===== config.mk =====
export PLATFORM = sky130hd
export DESIGN_NAME = tlpic_ctrl
export DESIGN_NICKNAME = d
export VERILOG_FILES = /design/src/tlpic_pkg.sv /design/src/tlpic_ctrl.sv /design/src/tlpic_sync.sv
export VERILOG_INCLUDE_DIRS = /design/src
export SDC_FILE = /design/constraint.sdc
export NUM_CORES = 1
export LEC_CHECK = 0
export BUFFER_PORTS_ARGS = -buffer_cell sky130_fd_sc_hd__clkbuf_2
export CAP_MARGIN = 20
export CORE_UTILIZATION = 48
export CTS_CLUSTER_DIAMETER = 100
export DETAILED_ROUTE_END_ITERATION = 12
export PLACE_DENSITY = 0.77
export SLEW_MARGIN = 40
export SYNTH_ARGS = -nofsm -noshare
export SYNTH_HDL_FRONTEND = slang
export SYNTH_HIERARCHICAL = 1
export SYNTH_SLANG_ARGS = --single-unit

===== constraint.sdc =====
create_clock -name mclk -period 2.1 [get_ports mclk]
set_input_delay 0.21 -clock mclk [delete_from_list [all_inputs] [get_ports mclk]]
set_output_delay 0.21 -clock mclk [all_outputs]
set_load 0.1 [all_outputs]

===== src/tlpic_defs.svh =====
`ifndef TLPIC_DEFS_SVH
`define TLPIC_DEFS_SVH

// Register byte offsets on the Wishbone slave.
`define TLPIC_OFS_SYSCTL 8'h00
`define TLPIC_OFS_SENSE 8'h04
`define TLPIC_OFS_ENABLE 8'h08
`define TLPIC_OFS_FLAGS 8'h0c
`define TLPIC_OFS_PRIO1 8'h10
`define TLPIC_OFS_PRIO2 8'h14

// Reset values.
`define TLPIC_RST_SYSCTL 8'h0b
`define TLPIC_RST_REG 8'h00
`define TLPIC_RST_PINLVL 7'h7f

// Field positions in the system control register.
`define TLPIC_BIT_UE 3
`define TLPIC_BIT_NMI_EDGE_SELECT 2

// Vector numbers.
`define TLPIC_VEC_NMI 8'h07
`define TLPIC_VEC_PIN0 8'h0c
`define TLPIC_VEC_WDT 8'h14
`define TLPIC_VEC_TMR0 8'h18
`define TLPIC_VEC_DMA 8'h2c
`define TLPIC_VEC_SER0 8'h34

// Pins and internal sources.
`define TLPIC_NPINS 6
`define TLPIC_NINT 30
`define TLPIC_NWAKE 3

`endif


===== src/tlpic_pkg.sv =====
`default_nettype none

package tlpic_pkg;

  typedef enum logic [2:0] {
    TLPIC_RS_SYS = 3'b000,
    TLPIC_RS_SENSE = 3'b001,
    TLPIC_RS_EN = 3'b010,
    TLPIC_RS_FLAG = 3'b011,
    TLPIC_RS_PRIO1 = 3'b100,
    TLPIC_RS_PRIO2 = 3'b101,
    TLPIC_RS_NONE = 3'b111
  } tlpic_rsel_t;

  typedef struct packed {
    logic [7:0] sysCtl;
    logic [7:0] senseSel;
    logic [7:0] pinEnable;
    logic [7:0] prioFirst;
    logic [7:0] prioSecond;
    logic [5:0] flags;
    logic [5:0] armed;
    logic [5:0] pinPrev;
    logic nmiPrev;
    logic nmiPend;
    logic ack;
    logic [7:0] rdData;
    logic intReq;
    logic [7:0] intVec;
    logic wake;
  } tlpic_state_t;

endpackage

`default_nettype wire


===== src/tlpic_ctrl.sv =====
// Chosen here: the Wishbone slave port and the placing of the registers.
`timescale 1ns/100ps
`default_nettype none

`include "tlpic_defs.svh"

// How it works
// - First priority upper bits: pin0, pin1, pins2-3, pins4-5 levels.
// - First priority lower bits: watchdog/refresh, timer channels 0, 1, 2.
// - Second priority: timer 3, 4, DMA, serial 0, 1, A/D.
// - Priority bit one is favoured level; zero is default level.
// - Second priority bits 4 and 0 are storage only.
// - Second priority clears on reset and hardware standby.
// - Flag bits report pins 5-0; bits 7-6 read zero.
// - Flag cleared by writing zero after reading one; ones never set.
// - Exception clears flag: level mode if pin high, edge mode always.
// - Flag sets while pin low (level) or on falling edge (edge).
// - Flags, enables, sense select clear on reset and standby.
// - Enable bits 5-0 gate pin requests; bits 7-6 storage only.
// - Sense bit zero low level, one falling edge; 7-6 storage.
// - Nonmaskable request ignores masks, chosen edge, vector 7.
// - Pins 0-5 use vectors 12-17; vectors are four bytes apart.
// - Pin detection is independent of pin direction.
// - Only nonmaskable and pins 0-2 raise wake-up.
// - Requests steered to DMA are not forwarded nor masked.
// - Same level: smaller vector number wins; reset gives default order.
// - Thirty internal sources arrive already gated by their modules.
// - User bit enable one: global mask blocks all but nonmaskable.
// - User bit enable zero: level one needs both masks set to block.
// - Edge select zero is falling edge, one is rising edge.
module tlpic_ctrl
  import tlpic_pkg::*;
#(
  parameter int NUM_INT = `TLPIC_NINT
) (
  input wire logic mclk, // System clock, 250 MHz.
  input wire logic rst, // Synchronous reset, active high.
  input wire logic hwStandby, // Hardware standby, clears registers.
  input wire logic wb_cyc_i, // Wishbone cycle.
  input wire logic wb_stb_i, // Wishbone strobe.
  input wire logic wb_we_i, // Wishbone write enable.
  input wire logic [7:0] wb_adr_i, // Wishbone byte address.
  input wire logic [3:0] wb_sel_i, // Wishbone byte selects.
  input wire logic [31:0] wb_dat_i, // Wishbone write data.
  output logic [31:0] wb_dat_o, // Wishbone read data.
  output logic wb_ack_o, // Wishbone acknowledge.
  input wire logic nmiPin, // Nonmaskable request pin.
  input wire logic [5:0] pinReqN, // Active-low request pins.
  input wire logic [29:0] intSrc, // Internal requests, module-gated.
  input wire logic [29:0] dmaSteer, // Source is routed to the DMA unit.
  input wire logic iMask, // Global mask bit of the CPU.
  input wire logic uiMask, // User mask bit of the CPU.
  input wire logic excTaken, // CPU starts exception handling.
  input wire logic [7:0] excVec, // Vector being handled.
  output logic intReq, // Request to the CPU.
  output logic [7:0] intVec, // Winning vector number.
  output logic wakeReq // Wake-up from software standby.
);

  if (NUM_INT != 30) begin : g_chk
    $error("tlpic_ctrl: the vector table holds exactly 30 sources");
  end

  function automatic tlpic_rsel_t regSel(input logic [7:0] adr);
    if (adr == `TLPIC_OFS_SYSCTL) begin
      return TLPIC_RS_SYS;
    end else if (adr == `TLPIC_OFS_SENSE) begin
      return TLPIC_RS_SENSE;
    end else if (adr == `TLPIC_OFS_ENABLE) begin
      return TLPIC_RS_EN;
    end else if (adr == `TLPIC_OFS_FLAGS) begin
      return TLPIC_RS_FLAG;
    end else if (adr == `TLPIC_OFS_PRIO1) begin
      return TLPIC_RS_PRIO1;
    end else if (adr == `TLPIC_OFS_PRIO2) begin
      return TLPIC_RS_PRIO2;
    end else begin
      return TLPIC_RS_NONE;
    end
  endfunction

  // Vector number of internal source i, in table order.
  function automatic logic [7:0] intVecOf(input int i);
    int c;
    int k;
    c = (i - 2) / 3;
    k = (i - 2) % 3;
    if (i < 2) begin
      return `TLPIC_VEC_WDT + 8'(i);
    end else if (i < 17) begin
      return `TLPIC_VEC_TMR0 + 8'(4 * c + k);
    end else if (i < 21) begin
      return `TLPIC_VEC_DMA + 8'(i - 17);
    end else begin
      return `TLPIC_VEC_SER0 + 8'(i - 21);
    end
  endfunction

  // Priority level of internal source i. Bits 4 and 0 of the second
  // priority register are never consulted.
  function automatic logic intPrioOf(input int i, input logic [7:0] pa,
                                     input logic [7:0] pb);
    int c;
    c = (i - 2) / 3;
    if (i < 2) begin
      return pa[3];
    end else if (i < 17) begin
      case (c)
        0: return pa[2];
        1: return pa[1];
        2: return pa[0];
        3: return pb[7];
        default: return pb[6];
      endcase
    end else if (i < 21) begin
      return pb[5];
    end else if (i < 25) begin
      return pb[3];
    end else if (i < 29) begin
      return pb[2];
    end else begin
      return pb[1];
    end
  endfunction

  // Priority level of pin n.
  function automatic logic pinPrioOf(input int n, input logic [7:0] pa);
    if (n < 2) begin
      return pa[7 - n];
    end else begin
      return pa[6 - n / 2];
    end
  endfunction

  tlpic_state_t st;
  tlpic_state_t next_st;
  logic [6:0] pinLvl;
  logic [5:0] lvlN;
  logic nmiLvl;
  logic [5:0] setEv;
  logic [5:0] clrExc;
  logic [5:0] clrSw;
  logic [5:0] pinRq;
  logic [29:0] intRq;
  logic nmiEdge;
  logic wbReq;
  logic wbDone;
  tlpic_rsel_t rsel;
  logic ue;
  logic acc1;
  logic acc0;
  logic have1;
  logic have0;
  logic [7:0] best1;
  logic [7:0] best0;

  // Pins pass the synchroniser whatever their port direction.
  tlpic_sync #(
    .W(7)
  ) u_sync (
    .mclk(mclk),
    .rst(rst),
    .raw({nmiPin, pinReqN}),
    .level(pinLvl)
  );

  assign lvlN = pinLvl[5:0];
  assign nmiLvl = pinLvl[6];

  always_comb begin
    wbReq = wb_cyc_i && wb_stb_i;
    wbDone = wbReq && st.ack;
    rsel = regSel(wb_adr_i);
    ue = st.sysCtl[`TLPIC_BIT_UE];
    // Rising or falling edge per the edge select bit.
    if (st.sysCtl[`TLPIC_BIT_NMI_EDGE_SELECT]) begin
      nmiEdge = nmiLvl && !st.nmiPrev;
    end else begin
      nmiEdge = !nmiLvl && st.nmiPrev;
    end
    for (int n = 0; n < 6; n++) begin
      if (st.senseSel[n]) begin
        setEv[n] = st.pinPrev[n] && !lvlN[n];
      end else begin
        setEv[n] = !lvlN[n];
      end
      clrExc[n] = excTaken && (excVec == `TLPIC_VEC_PIN0 + 8'(n))
                  && (st.senseSel[n] || lvlN[n]);
      clrSw[n] = wbDone && wb_we_i && wb_sel_i[0] && (rsel == TLPIC_RS_FLAG)
                 && !wb_dat_i[n] && st.armed[n];
    end
    pinRq = st.flags & st.pinEnable[5:0];
    intRq = intSrc & ~dmaSteer;
    // Masking of the two levels.
    acc0 = !iMask;
    acc1 = !iMask || (!ue && !uiMask);
    // Later assignments override, so the smallest vector wins.
    have1 = 1'b0;
    have0 = 1'b0;
    best1 = 8'h00;
    best0 = 8'h00;
    for (int i = 29; i >= 0; i--) begin
      if (intRq[i]) begin
        if (intPrioOf(i, st.prioFirst, st.prioSecond)) begin
          have1 = 1'b1;
          best1 = intVecOf(i);
        end else begin
          have0 = 1'b1;
          best0 = intVecOf(i);
        end
      end
    end
    for (int n = 5; n >= 0; n--) begin
      if (pinRq[n]) begin
        if (pinPrioOf(n, st.prioFirst)) begin
          have1 = 1'b1;
          best1 = `TLPIC_VEC_PIN0 + 8'(n);
        end else begin
          have0 = 1'b1;
          best0 = `TLPIC_VEC_PIN0 + 8'(n);
        end
      end
    end
  end

  always_comb begin
    next_st = st;
    next_st.pinPrev = lvlN;
    next_st.nmiPrev = nmiLvl;
    // A new event wins over a clear in the same cycle.
    next_st.flags = (st.flags & ~(clrExc | clrSw)) | setEv;
    next_st.nmiPend = (st.nmiPend && !(excTaken && excVec == `TLPIC_VEC_NMI))
                      || nmiEdge;
    if (st.nmiPend) begin
      next_st.intReq = 1'b1;
      next_st.intVec = `TLPIC_VEC_NMI;
    end else if (have1 && acc1) begin
      next_st.intReq = 1'b1;
      next_st.intVec = best1;
    end else if (have0 && acc0) begin
      next_st.intReq = 1'b1;
      next_st.intVec = best0;
    end else begin
      next_st.intReq = 1'b0;
      next_st.intVec = 8'h00;
    end
    next_st.wake = st.nmiPend || (|pinRq[`TLPIC_NWAKE-1:0]);
    // Bus slave: ack one cycle after the request, drop it the next.
    next_st.ack = wbReq && !st.ack;
    next_st.rdData = 8'h00;
    if (wbReq && !st.ack && !wb_we_i) begin
      case (rsel)
        TLPIC_RS_SYS: next_st.rdData = st.sysCtl;
        TLPIC_RS_SENSE: next_st.rdData = st.senseSel;
        TLPIC_RS_EN: next_st.rdData = st.pinEnable;
        TLPIC_RS_FLAG: next_st.rdData = {2'b00, st.flags};
        TLPIC_RS_PRIO1: next_st.rdData = st.prioFirst;
        TLPIC_RS_PRIO2: next_st.rdData = st.prioSecond;
        default: next_st.rdData = 8'h00;
      endcase
    end
    // A read of a set flag arms it for a clearing write.
    if (wbDone && !wb_we_i && rsel == TLPIC_RS_FLAG) begin
      next_st.armed = st.armed | st.flags;
    end
    next_st.armed = next_st.armed & ~clrSw;
    if (wbDone && wb_we_i && wb_sel_i[0]) begin
      case (rsel)
        TLPIC_RS_SYS: next_st.sysCtl = wb_dat_i[7:0];
        TLPIC_RS_SENSE: next_st.senseSel = wb_dat_i[7:0];
        TLPIC_RS_EN: next_st.pinEnable = wb_dat_i[7:0];
        TLPIC_RS_PRIO1: next_st.prioFirst = wb_dat_i[7:0];
        TLPIC_RS_PRIO2: next_st.prioSecond = wb_dat_i[7:0];
        default: next_st.sysCtl = st.sysCtl;
      endcase
    end
  end

  always_ff @(posedge mclk) begin
    if (rst || hwStandby) begin
      st <= '0;
      st.sysCtl <= `TLPIC_RST_SYSCTL;
      st.prioSecond <= `TLPIC_RST_REG;
      st.pinPrev <= 6'h3f;
      st.nmiPrev <= 1'b1;
    end else begin
      st <= next_st;
    end
  end

  assign wb_dat_o = {24'h000000, st.rdData};
  assign wb_ack_o = st.ack;
  assign intReq = st.intReq;
  assign intVec = st.intVec;
  assign wakeReq = st.wake;

  AST_PRIO2_STANDBY: assert property (@(posedge mclk) disable iff (rst)
    hwStandby |=> st.prioSecond == 8'h00)
    else $error("second priority not cleared by standby");

  AST_PIN_REGS_STANDBY: assert property (@(posedge mclk) disable iff (rst)
    hwStandby |=> st.flags == 6'h00 && st.pinEnable == 8'h00 && st.senseSel == 8'h00)
    else $error("pin registers not cleared by standby");

  AST_FLAG_RESV_ZERO: assert property (@(posedge mclk) disable iff (rst)
    wb_ack_o && !wb_we_i && regSel(wb_adr_i) == TLPIC_RS_FLAG |-> wb_dat_o[31:6] == 26'h0)
    else $error("flag register upper bits not zero");

  AST_NO_SET_BY_WRITE: assert property (@(posedge mclk) disable iff (rst || hwStandby)
    ##1 (st.flags & ~$past(st.flags) & ~$past(setEv)) == 6'h00)
    else $error("flag set without a pin event");

  AST_FLAG_SET: assert property (@(posedge mclk) disable iff (rst || hwStandby)
    |setEv |=> (st.flags & $past(setEv)) == $past(setEv))
    else $error("pin event did not set its flag");

  AST_NMI_WINS: assert property (@(posedge mclk) disable iff (rst || hwStandby)
    st.nmiPend |=> intReq && intVec == 8'h07)
    else $error("nonmaskable request not presented with vector 7");

  AST_UE1_BLOCK: assert property (@(posedge mclk) disable iff (rst || hwStandby)
    ue && iMask && !st.nmiPend |=> !intReq)
    else $error("maskable request passed a set global mask");

  AST_UE0_BLOCK: assert property (@(posedge mclk) disable iff (rst || hwStandby)
    !ue && iMask && uiMask && !st.nmiPend |=> !intReq)
    else $error("request passed with both masks set");

  AST_WAKE_PINS: assert property (@(posedge mclk) disable iff (rst || hwStandby)
    !st.nmiPend && pinRq[2:0] == 3'b000 |=> !wakeReq)
    else $error("wake-up raised by a pin that may not wake");

  AST_ACK_ONE: assert property (@(posedge mclk) disable iff (rst)
    wb_ack_o |=> !wb_ack_o)
    else $error("ack held for more than one cycle");

  AST_EDGE_EXC_CLEAR: assert property (@(posedge mclk) disable iff (rst || hwStandby)
    excTaken && excVec == `TLPIC_VEC_PIN0 && st.senseSel[0] && !setEv[0] |=> !st.flags[0])
    else $error("edge mode flag not cleared by its exception");

endmodule

`default_nettype wire


===== src/tlpic_sync.sv =====
`timescale 1ns/100ps
`default_nettype none

`include "tlpic_defs.svh"

module tlpic_sync #(
  parameter int W = 7
) (
  input wire logic mclk, // System clock.
  input wire logic rst, // Synchronous reset.
  input wire logic [W-1:0] raw, // Asynchronous pin levels.
  output logic [W-1:0] level // Filtered levels.
);

  if (W < 1 || W > 7) begin : g_chk
    $error("tlpic_sync: W must be 1 to 7");
  end

  typedef struct packed {
    logic [W-1:0] s1;
    logic [W-1:0] s2;
    logic [W-1:0] s3;
    logic [W-1:0] lvl;
  } tlpic_sync_st_t;

  tlpic_sync_st_t st;
  tlpic_sync_st_t next_st;

  // A level is accepted only once the second and third stages agree.
  always_comb begin
    next_st = st;
    next_st.s1 = raw;
    next_st.s2 = st.s1;
    next_st.s3 = st.s2;
    for (int i = 0; i < W; i++) begin
      if (st.s2[i] == st.s3[i]) begin
        next_st.lvl[i] = st.s3[i];
      end
    end
  end

  always_ff @(posedge mclk) begin
    if (rst) begin
      st.s1 <= W'(`TLPIC_RST_PINLVL);
      st.s2 <= W'(`TLPIC_RST_PINLVL);
      st.s3 <= W'(`TLPIC_RST_PINLVL);
      st.lvl <= W'(`TLPIC_RST_PINLVL);
    end else begin
      st <= next_st;
    end
  end

  assign level = st.lvl;

endmodule

`default_nettype wire

==> results.json, run 1 <==
{
  "grt_overflow": 0,
  "n_antenna_cell": 0,
  "synthArstFlopShare": 0,
  "pwr-share-comb": 0.158,
  "dieArea_sq_mm": 0.01299,
  "drv_cap": 0,
  "grt_max_degree": 52,
  "seq_area_frac_synth": 0.3491,
  "grt_pass1_vias": 5530,
  "row_count": 40,
  "hold_viol_final": 0,
  "cts_tree": "built",
  "report.final.slew_viol_count": 0,
  "rsz0062_at_grt": "yes",
  "synth_edf_count": 0,
  "cts_htree_levels": 3,
  "powerDensity_mw_per_mm2": 596.7,
  "initial_core_util": 0.4971,
  "fmax_mhz": 491.4,
  "place_congestion": 0.9468,
  "worst_setup_path_end_kind": "register",
  "drt_iter0_drc": 603,
  "viasPerCell": 5.728,
  "setup_viol": 0,
  "root_buffer": "clkbuf_16",
  "clock_skew_ps": 10.74,
  "syn_area_sq_mm": 0.006021,
  "coreArea_sq_mm": 0.01211,
  "yosysTopAreaCell": "dfxtp_1",
  "ys_seq_elements": 105,
  "stdcell_area_sq_mm": 0.007325,
  "critPathRequiredTime_ps": 2370,
  "fin_crit_sh": 0.9691,
  "path_cells": "inv_1 > a41o_1 > nand4_1 > buf_4 > nor4_4 > o211a_1 > o21ai_1 > a211oi_1",
  "layout-drive-gt1-share": 0.2649,
  "wl_per_cell_um": 16.10,
  "clock-sinks": 105,
  "yosysWarnings": 6,
  "tightest_slew_ps": 555.5,
  "vias": 6043,
  "clk_pin_slew_ps": 70,
  "outcome": "completed",
  "synth_area_leaders": "dfxtp_1, buf_4, nor2_1",
  "slowest_stage": "dfxtp_1",
  "synth_cells": 735,
  "cp_top_family": "compound AO/OA/AOI/OAI gates",
  "syn_to_final_growth_pct": 21.65,
  "p_leak_nw": 3.104,
  "finalNetCount": 1010,
  "dpl.hpwl_um": 13120,
  "placed_area_sq_mm": 0.006987,
  "seqCellArea_sq_mm": 0.002107,
  "crit_type": "register to register",
  "ir_drop_v": 0.0005640,
  "internal_power_w": 0.003086,
  "slew_headroom": 0.6297,
  "hp-class": "primary input to register",
  "grt_first_pass_wirelength_um": 26950,
  "drc": 0,
  "die_w_um": 114.0,
  "synth_cell_types": 73,
  "dr.pass1.iters": 6,
  "slowest_delay_ps": 380,
  "clk_latency_ps": 360,
  "cp_num_buf_inv": 2,
  "path_max_fanout": 6,
  "multi_input_area_sq_mm": 0.003507,
  "wirelength_um": 16990,
  "syn_area_per_cell_sq_um": 8.192,
  "p_sw_frac": 0.2939,
  "netlist.area_leader.share": 0.3491,
  "gr-usage-all-layers": 0.2653,
  "total_power_w": 0.004371,
  "synth_ff_type": "dfxtp_1",
  "yosysMostFrequentCell": "dfxtp_1",
  "die_y_um": 114.0,
  "seq_power_share": 0.462,
  "pwr-share-clk": 0.380,
  "io_pins": 171,
  "startpoint_type": "register",
  "synth_common_cells": "dfxtp_1, nor2_1, nand2_1",
  "portBuffers": 117,
  "p_switching_w": 0.001285,
  "cp.arrival_ps": 2300,
  "fillers": 1083,
  "cts_made_buffers": 9,
  "antenna_found_initial": 0,
  "max-clock-path-buffers": 2,
  "min_period_ps": 2035,
  "ant_nets": 0
}
[routing by layer]
metal  global-route usage  share of wire  vias up
li1                     -              -     2888
met1               0.3334           0.42     2820
met2               0.4485           0.48      287
met3              0.03613          0.069       48
met4               0.1264          0.035        0
met5                    0              0        -
[metrics by stage]
stage	TNS [ps]	hold WS, ps	util	instances	setup WS [ps]
finish	0	26.28	0.6048	1055	64.86
global route	-25.24	21.22	0.6048	1055	-25.04
floorplan	0	307.1	-	760	147.2
CTS	0	18.38	0.6013	1054	0.4092
global placement	-1696	384.6	0.5769	1038	-158.0
detailed placement	-2843	390.8	0.5769	1038	-219.8
[path summary, 6_finish.rpt]
| check | startpoint | endpoint | slack, ps | depth (start not counted) |
|---|---|---|---|---|
| min reg2reg | u_sync/next_st[16] | u_sync/next_st[9] | 410 | 1 |
| max | st[44] | intVec[3] | 60 | 8 |
| max reg2reg | st[44] | intVec[3] | 60 | 8 |
| min | nmiPin | u_sync/next_st[20] | 30 | 2 |
[cell type report]
cell class | count | area share
flip-flops and latches | 105 | 0.2877
multi-input cells | 568 | 0.4788
clock inverters | 6 | 0.007687
well taps | 168 | 0.02870
inverters | 7 | 0.003587
clock buffers | 10 | 0.03263
repair buffers | 191 | 0.1609
[cells by family after synthesis]
| kind of cell | synth area share |
|---|---|
| DFF | 0.3491 |
| buffers and inverters | 0.08957 |
| and+or+nand+nor | 0.2909 |
| other | 0.0006228 |
| muxes | 0.03990 |
| AOI/OAI and AO/OA | 0.2298 |
[flip-flops by register name, indices dropped and copies added, names as in the netlist]
name            count
intVec              6
wb_dat_o            8
wakeReq             1
st                 60
intReq              1
u_sync/level        7
u_sync/next_st     14
wb_ack_o            1
u_sync/st           7
[what timing repair did]
| item | 4_1_cts | 5_1_grt |
|---|---|---|
| setup buffers | 0 | 1 |
| endpoints found under the setup margin | 1 | 5 |
| resized for setup | 1 | 6 |
| hold buffers | 0 | 0 |
| hold endpoints to repair | 0 | 0 |
| pin swaps | 0 | 2 |
[power groups by stage]
stage / registers, W / clock network (W) / logic [W]
after floorplan: 0.00207 / 0 / 0.000491
after CTS: 0.00202 / 0.00169 / 0.000685
after detailed placement: 0.00207 / 0 / 0.000681
after global routing: 0.00202 / 0.00179 / 0.000737
final: 0.00202 / 0.00166 / 0.000692
after global placement: 0.00206 / 0 / 0.000676
[layout by cell type, fill, tap and decap left out, types with 7 or more instances in the layout]
cell type,n
a211oi_1,7
a21o_1,7
a21oi_1,54
a221oi_1,13
and3_1,7
buf_4,71
clkbuf_16,9
clkbuf_2,117
conb_1,26
dfxtp_1,103
inv_1,7
mux2i_1,24
nand2_1,55
nand2b_1,28
nand3_1,29
nand3b_1,14
nand4_1,8
nor2_1,72
nor2b_1,33
o21ai_0,27
o21bai_1,9
or2_1,22
or3_1,9
(Power assumes the default switching activity.)
==> run 2, diff against run 1 <==
Settings changed: ABC_AREA set to 1, CORE_UTILIZATION 48 to 47, PLACE_DENSITY 0.77 to 0.76, TNS_END_PERCENT set to 100.
==> run 2 against run 1 <==
  * Clock skew is 1.3 ps lower
  * Die area is 0.26% lower
  * Via count is 2.7% lower
  * Synthesized cell count is 23% higher
  * Total power is 4.8% lower
  * Sequential share of layout area is 1.5 points higher
  * Setup slack worse by 29 ps
  * Clock power is 8% lower
  * First-iteration DRC count is 33% lower
  * Synthesized area is 2.3% lower
  * Maximum frequency is 1.4% lower
  * Combinational power is 11% lower
  * Critical path type unchanged
==> results.json, run 2 <==
{
  "yosysWarnings": 6,
  "slowest_delay_ps": 330,
  "cp.arrival_ps": 2360,
  "startpoint_type": "register",
  "cp_top_family": "simple AND/OR/NAND/NOR gates",
  "row_count": 40,
  "synth_ff_type": "dfxtp_1",
  "syn_area_sq_mm": 0.005879,
  "synthArstFlopShare": 0,
  "grt_first_pass_wirelength_um": 23540,
  "path_max_fanout": 5,
  "drc": 0,
  "largest-register": "st",
  "fin_crit_sh": 0.9829,
  "setup_ws_ps": 35.94,
  "rsz0062_at_grt": "yes",
  "portBuffers": 117,
  "crit_type": "register to register",
  "synth_cell_types": 44,
  "internal_power_w": 0.002981,
  "pre_cts_ws_ps": -27.39,
  "r2r_slack_ps": 40,
  "report.final.slew_viol_count": 0,
  "cts_tree": "built",
  "dr.pass1.iters": 5,
  "p_leak_nw": 3.496,
  "endpoint": "intVec[1]",
  "pwr-share-comb": 0.148,
  "post_cts_resize_count": 0,
  "fin_util": 0.5744,
  "worst-r2r-cell-count": 21,
  "finalNetCount": 1166,
  "synth_top_family_by_area": "simple AND/OR/NAND/NOR gates",
  "crit_start": "st[42]",
  "stdcell_area_sq_mm": 0.006957,
  "wl_per_cell_um": 11.95,
  "yosysMostFrequentCell": "nand2_1",
  "cts_htree_levels": 3,
  "hold_viol_final": 0,
  "grt_overflow": 0,
  "min_period_ps": 2064,
  "max-clock-path-buffers": 2,
  "clock-sinks": 105,
  "drv_cap": 0,
  "crit_path_frequent_cell": "nand2_1",
  "dp.cells": 1195,
  "fmax_mhz": 484.5,
  "whs_ps": 36.08,
  "synth_cells": 906,
  "initial_core_util": 0.4854,
  "seq_power_share": 0.485,
  "wirelength_um": 14470,
  "powerDensity_mw_per_mm2": 598.2,
  "critPathRequiredTime_ps": 2400,
  "synth_edf_count": 0,
  "p_sw_frac": 0.2837,
  "pwr-share-clk": 0.367,
  "synth.area.mux_share": 0,
  "worst_setup_path_end_kind": "register",
  "vias": 5877,
  "drt_iter0_drc": 405,
  "synth_xor_area_frac": 0,
  "viasPerCell": 4.853,
  "largest_reg_flops": 60,
  "yosysTopAreaCell": "dfxtp_1",
  "n_antenna_cell": 0,
  "ctsHoldBuffers": 0,
  "grt_pass1_vias": 5346,
  "final_cell_mix": "nand2_1, inv_1, clkbuf_2",
  "cp_num_buf_inv": 2,
  "final_common_cell": "nand2_1",
  "clock_skew_ps": 9.437,
  "synth-adder-area-share": 0,
  "synth_common_cells": "nand2_1, inv_1, nor2_1",
  "synth_area_leaders": "dfxtp_1, nand2_1, inv_1",
  "slowest_stage": "dfxtp_2",
  "io_pins": 171,
  "coreArea_sq_mm": 0.01211,
  "slew_headroom": 0.5082,
  "die_w_um": 113.8,
  "die_y_um": 113.8,
  "cts_setup_buffers": 0,
  "gr-usage-all-layers": 0.2277,
  "dpl.hpwl_um": 11440,
  "synth_compound_area_frac": 0.1726,
  "path_depth": 21,
  "r2r-end": "intVec[1]",
  "r2r-start": "st[42]",
  "ys_seq_elements": 105,
  "dieArea_sq_mm": 0.01296,
  "outcome": "completed",
  "path_cells": "buf_6 > nand2_4 > nand2_2 > a31oi_1 > o21ai_1 > nand2_1 > nand2_1 > nand3_1 > nand2_1 > o21ai_1 > nand2_1 > nand2_1 > nand2_1 > a21oi_2 > nor3_2 > nor2_1 > nor3_2 > nor2_1 > nand2_1 > nand2_1 > inv_1",
  "clk_pin_slew_ps": 70,
  "syn_to_final_growth_pct": 18.32,
  "tightest_slew_ps": 732.8,
  "place_congestion": 0.9078,
  "setup_viol": 0,
  "placed_area_sq_mm": 0.006618,
  "cts_made_buffers": 9,
  "seq_area_frac_synth": 0.3575,
  "synth-simple-area-share": 0.2903,
  "syn_area_per_cell_sq_um": 6.489,
  "hp-class": "primary input to register",
  "layout-drive-gt1-share": 0.2119,
  "ant_nets": 0,
  "p_switching_w": 0.001181,
  "root_buffer": "clkbuf_16",
  "grt_max_degree": 52,
  "antenna_found_initial": 0,
  "ir_drop_v": 0.0006045,
  "fin_cells": 1211,
  "netlist.area_leader.share": 0.3575,
  "clk_latency_ps": 350
}
## run 2: cell types whose count changed in the layout (fill, tap and decap cells not counted), sizes merged, moves of 24 or more
| cell | before | now |
|---|---|---|
| buf | 74 | 39 |
| inv | 11 | 161 |
| mux2i | 24 | 0 |
| nand2 | 56 | 216 |
| nand2b | 28 | 0 |
| nor2 | 73 | 115 |
| nor2b | 34 | 0 |
| o21ai | 32 | 66 |
## run 2: worst min path at each step
stage	slack (ps)	end	cells after the start	startpoint
floorplan	310	u_sync/next_st[14]	1	pinReqN[0]
finish	40	u_sync/next_st[20]	2	nmiPin
detailed placement	390	u_sync/next_st[20]	2	nmiPin
global route	30	u_sync/next_st[15]	2	pinReqN[1]
CTS	30	u_sync/next_st[20]	2	nmiPin
global placement	390	u_sync/next_st[9]	1	u_sync/next_st[16]
## run 2: logic make-up (layout without fill, tap and decap cells)
group                  Yosys count  count (layout)
AO/OA/AOI/OAI                  176             176
buffers and inverters          221             333
flip-flops                     105             105
AND/OR/NAND/NOR                403             403
other                            1              26
## run 2: final cells by class
cell class | instances | area, sq um
clock buffer | 12 | 236.5
clock inverter | 4 | 30.03
fill | 1248 | 5155
inverter | 161 | 604.3
multi-input combinational | 605 | 2885
sequential | 105 | 2108
tap | 168 | 210.2
timing repair buffer | 156 | 882.1
## run 2: per-layer routing
metal  up-vias  GRT usage  wire, um
met4         0    0.07186       289
met5         -          0         0
met2       177     0.4232      7162
li1       3072          -         -
met1      2603     0.2654      6320
met3        25    0.03826       697
## run 2: power groups by stage
stage               combinational (W)  clock [W]  sequential [W]
finish                       0.000616    0.00153         0.00202
CTS                          0.000611    0.00156         0.00202
detailed placement           0.000608          0         0.00207
global placement             0.000605          0         0.00206
global route                 0.000669    0.00164         0.00202
floorplan                    0.000476          0         0.00207
## run 2: metrics by stage
stage,total power [W],TNS (ps)
final,0.004162,0
after global routing,0.004328,-495.5
after CTS,0.004192,0
after detailed placement,0.002674,-27.39
after global placement,0.002670,-26.52
after floorplan,0.002549,0
==> run 3, diff against run 2 <==
Settings changed: HOLD_SLACK_MARGIN set to 0.03, RECOVER_POWER set to 25.
==> run 3 against run 2 <==
  * Maximum frequency barely moved
  * Combinational power hardly changed
  * Setup slack got worse by 1.9 ps
  * First-iteration DRC count grew 0.49%
  * Sequential power barely moved
  * Largest cell class unchanged
==> results.json, run 3 (synthesis results as in run 2) <==
{
  "fmax_mhz": 484.0,
  "max-clock-path-buffers": 2,
  "hold_viol_final": 0,
  "p_switching_w": 0.001185,
  "slowest_stage": "dfxtp_2",
  "drt_iter0_drc": 407,
  "clock-sinks": 105,
  "drv_cap": 0,
  "crit_path_frequent_cell": "nand2_1",
  "dieArea_sq_mm": 0.01296,
  "die_w_um": 113.8,
  "crit_type": "register to register",
  "endpoint": "intVec[1]",
  "portBuffers": 117,
  "fillers": 1241,
  "antenna_found_initial": 0,
  "p_sw_frac": 0.2843,
  "clk_latency_ps": 350,
  "finalNetCount": 1169,
  "largest_reg_flops": 60,
  "hp-class": "primary input to register",
  "cp.arrival_ps": 2360,
  "die_y_um": 113.8,
  "dr.pass1.iters": 5,
  "root_buffer": "clkbuf_16",
  "r2r-start": "st[42]",
  "min_period_ps": 2066,
  "cts_setup_buffers": 0,
  "grt_first_pass_wirelength_um": 23560,
  "ant_nets": 0,
  "gr-usage-all-layers": 0.2279,
  "seq_power_share": 0.484,
  "cts_made_buffers": 9,
  "layout-drive-gt1-share": 0.2084,
  "slowest_delay_ps": 330,
  "path_max_fanout": 5,
  "viasPerCell": 4.836,
  "internal_power_w": 0.002984,
  "grt_pass1_vias": 5358,
  "coreArea_sq_mm": 0.01211,
  "setup_ws_ps": 34.07,
  "slew_headroom": 0.3498,
  "ir_drop_v": 0.0006091,
  "pwr-share-clk": 0.367,
  "pre_cts_ws_ps": -27.39,
  "largest-register": "st",
  "fin_cells": 1214,
  "grt_max_degree": 52,
  "setup_viol": 0,
  "dp.cells": 1195,
  "startpoint_type": "register",
  "place_congestion": 0.9078,
  "initial_core_util": 0.4854,
  "grt_overflow": 0,
  "cts_tree": "built",
  "report.final.slew_viol_count": 0,
  "final_cell_mix": "nand2_1, inv_1, clkbuf_2",
  "crit_start": "st[42]",
  "wl_per_cell_um": 11.98,
  "path_cells": "buf_6 > nand2_4 > nand2_2 > a31oi_1 > o21ai_1 > nand2_1 > nand2_1 > nand3_1 > nand2_1 > o21ai_1 > nand2_1 > nand2_1 > nand2_1 > a21oi_2 > nor3_2 > nor2_1 > nor3_2 > nor2_1 > nand2_1 > nand2_1 > inv_1",
  "powerDensity_mw_per_mm2": 597.2,
  "rsz0062_at_grt": "yes",
  "drc": 0,
  "critPathRequiredTime_ps": 2400,
  "vias": 5871,
  "r2r_slack_ps": 30,
  "clock_skew_ps": 10.50,
  "io_pins": 171,
  "n_antenna_cell": 0,
  "row_count": 40,
  "tns_ps": 0,
  "dpl.hpwl_um": 11440,
  "tightest_slew_ps": 975.2,
  "p_leak_nw": 3.501,
  "r2r-end": "intVec[1]",
  "outcome": "completed",
  "worst-r2r-cell-count": 21,
  "clk_pin_slew_ps": 70,
  "fin_crit_sh": 0.9838,
  "final_common_cell": "nand2_1",
  "pwr-share-comb": 0.149,
  "placed_area_sq_mm": 0.006618,
  "stdcell_area_sq_mm": 0.006980,
  "worst_setup_path_end_kind": "register",
  "syn_to_final_growth_pct": 18.73,
  "cts_htree_levels": 3,
  "wirelength_um": 14550
}
## run 3: how the worst min path moves through the flow
stage | slack, ps | endpoint | from | depth (start not counted)
final | 40 | u_sync/next_st[14] | pinReqN[0] | 2
after global routing | 30 | u_sync/next_st[14] | pinReqN[0] | 2
after CTS | 30 | u_sync/next_st[19] | pinReqN[5] | 2
after detailed placement | 390 | u_sync/next_st[20] | nmiPin | 2
after global placement | 390 | u_sync/next_st[9] | u_sync/next_st[16] | 1
after floorplan | 310 | u_sync/next_st[14] | pinReqN[0] | 1
## run 3: metrics by stage
stage	hold slack, ps	utilization	power, W
CTS	30.51	0.5692	0.004193
global placement	385.0	0.5464	0.002670
finish	39.57	0.5763	0.004169
detailed placement	389.8	0.5464	0.002674
floorplan	307.1	-	0.002549
global route	34.49	0.5763	0.004332
## run 3: cell type report
cell class,instances,area [sq um],share of cell area
Clock buffer,12,236.5,0.03388
Clock inverter,4,30.03,0.004302
Inverter,161,604.3,0.08657
Multi-Input combinational cell,605,2885,0.4133
Sequential cell,105,2107,0.3018
Tap cell,168,210.2,0.03011
Timing Repair Buffer,159,907.1,0.1300
## run 3: what timing repair did
action                                  in CTS  in global routing
hold buffers                                 1                  2
endpoints found under the setup margin       0                  6
endpoints found under the hold margin        1                  2
resized for setup                            0                 23
## run 3: power by group through the flow
| stage | Combinational (W) | Clock, W | Sequential [W] |
|---|---|---|---|
| 2_1_floorplan | 0.000476 | 0 | 0.00207 |
| 3_3_place_gp | 0.000605 | 0 | 0.00206 |
| 3_5_place_dp | 0.000608 | 0 | 0.00207 |
| 4_1_cts | 0.000612 | 0.00156 | 0.00202 |
| 5_1_grt | 0.000673 | 0.00164 | 0.00202 |
| 6_report | 0.000619 | 0.00153 | 0.00202 |
## run 3: worst max-delay path: cells and delay by family, from the launching register on
kind | cells | cell delay [ps]
simple gates | 15 | 1160
compound gates | 4 | 330
buf+inv | 2 | 190
flops | 1 | 330
## run 3: layer usage
layer / GRT usage / routed length (um) / vias to the layer above / part of all wire
li1: - / - / 3070 / -
met1: 0.2654 / 6315 / 2572 / 0.43
met2: 0.4240 / 7152 / 200 / 0.49
met3: 0.03826 / 780 / 29 / 0.054
met4: 0.07186 / 299 / 0 / 0.021
met5: 0 / 0 / - / 0
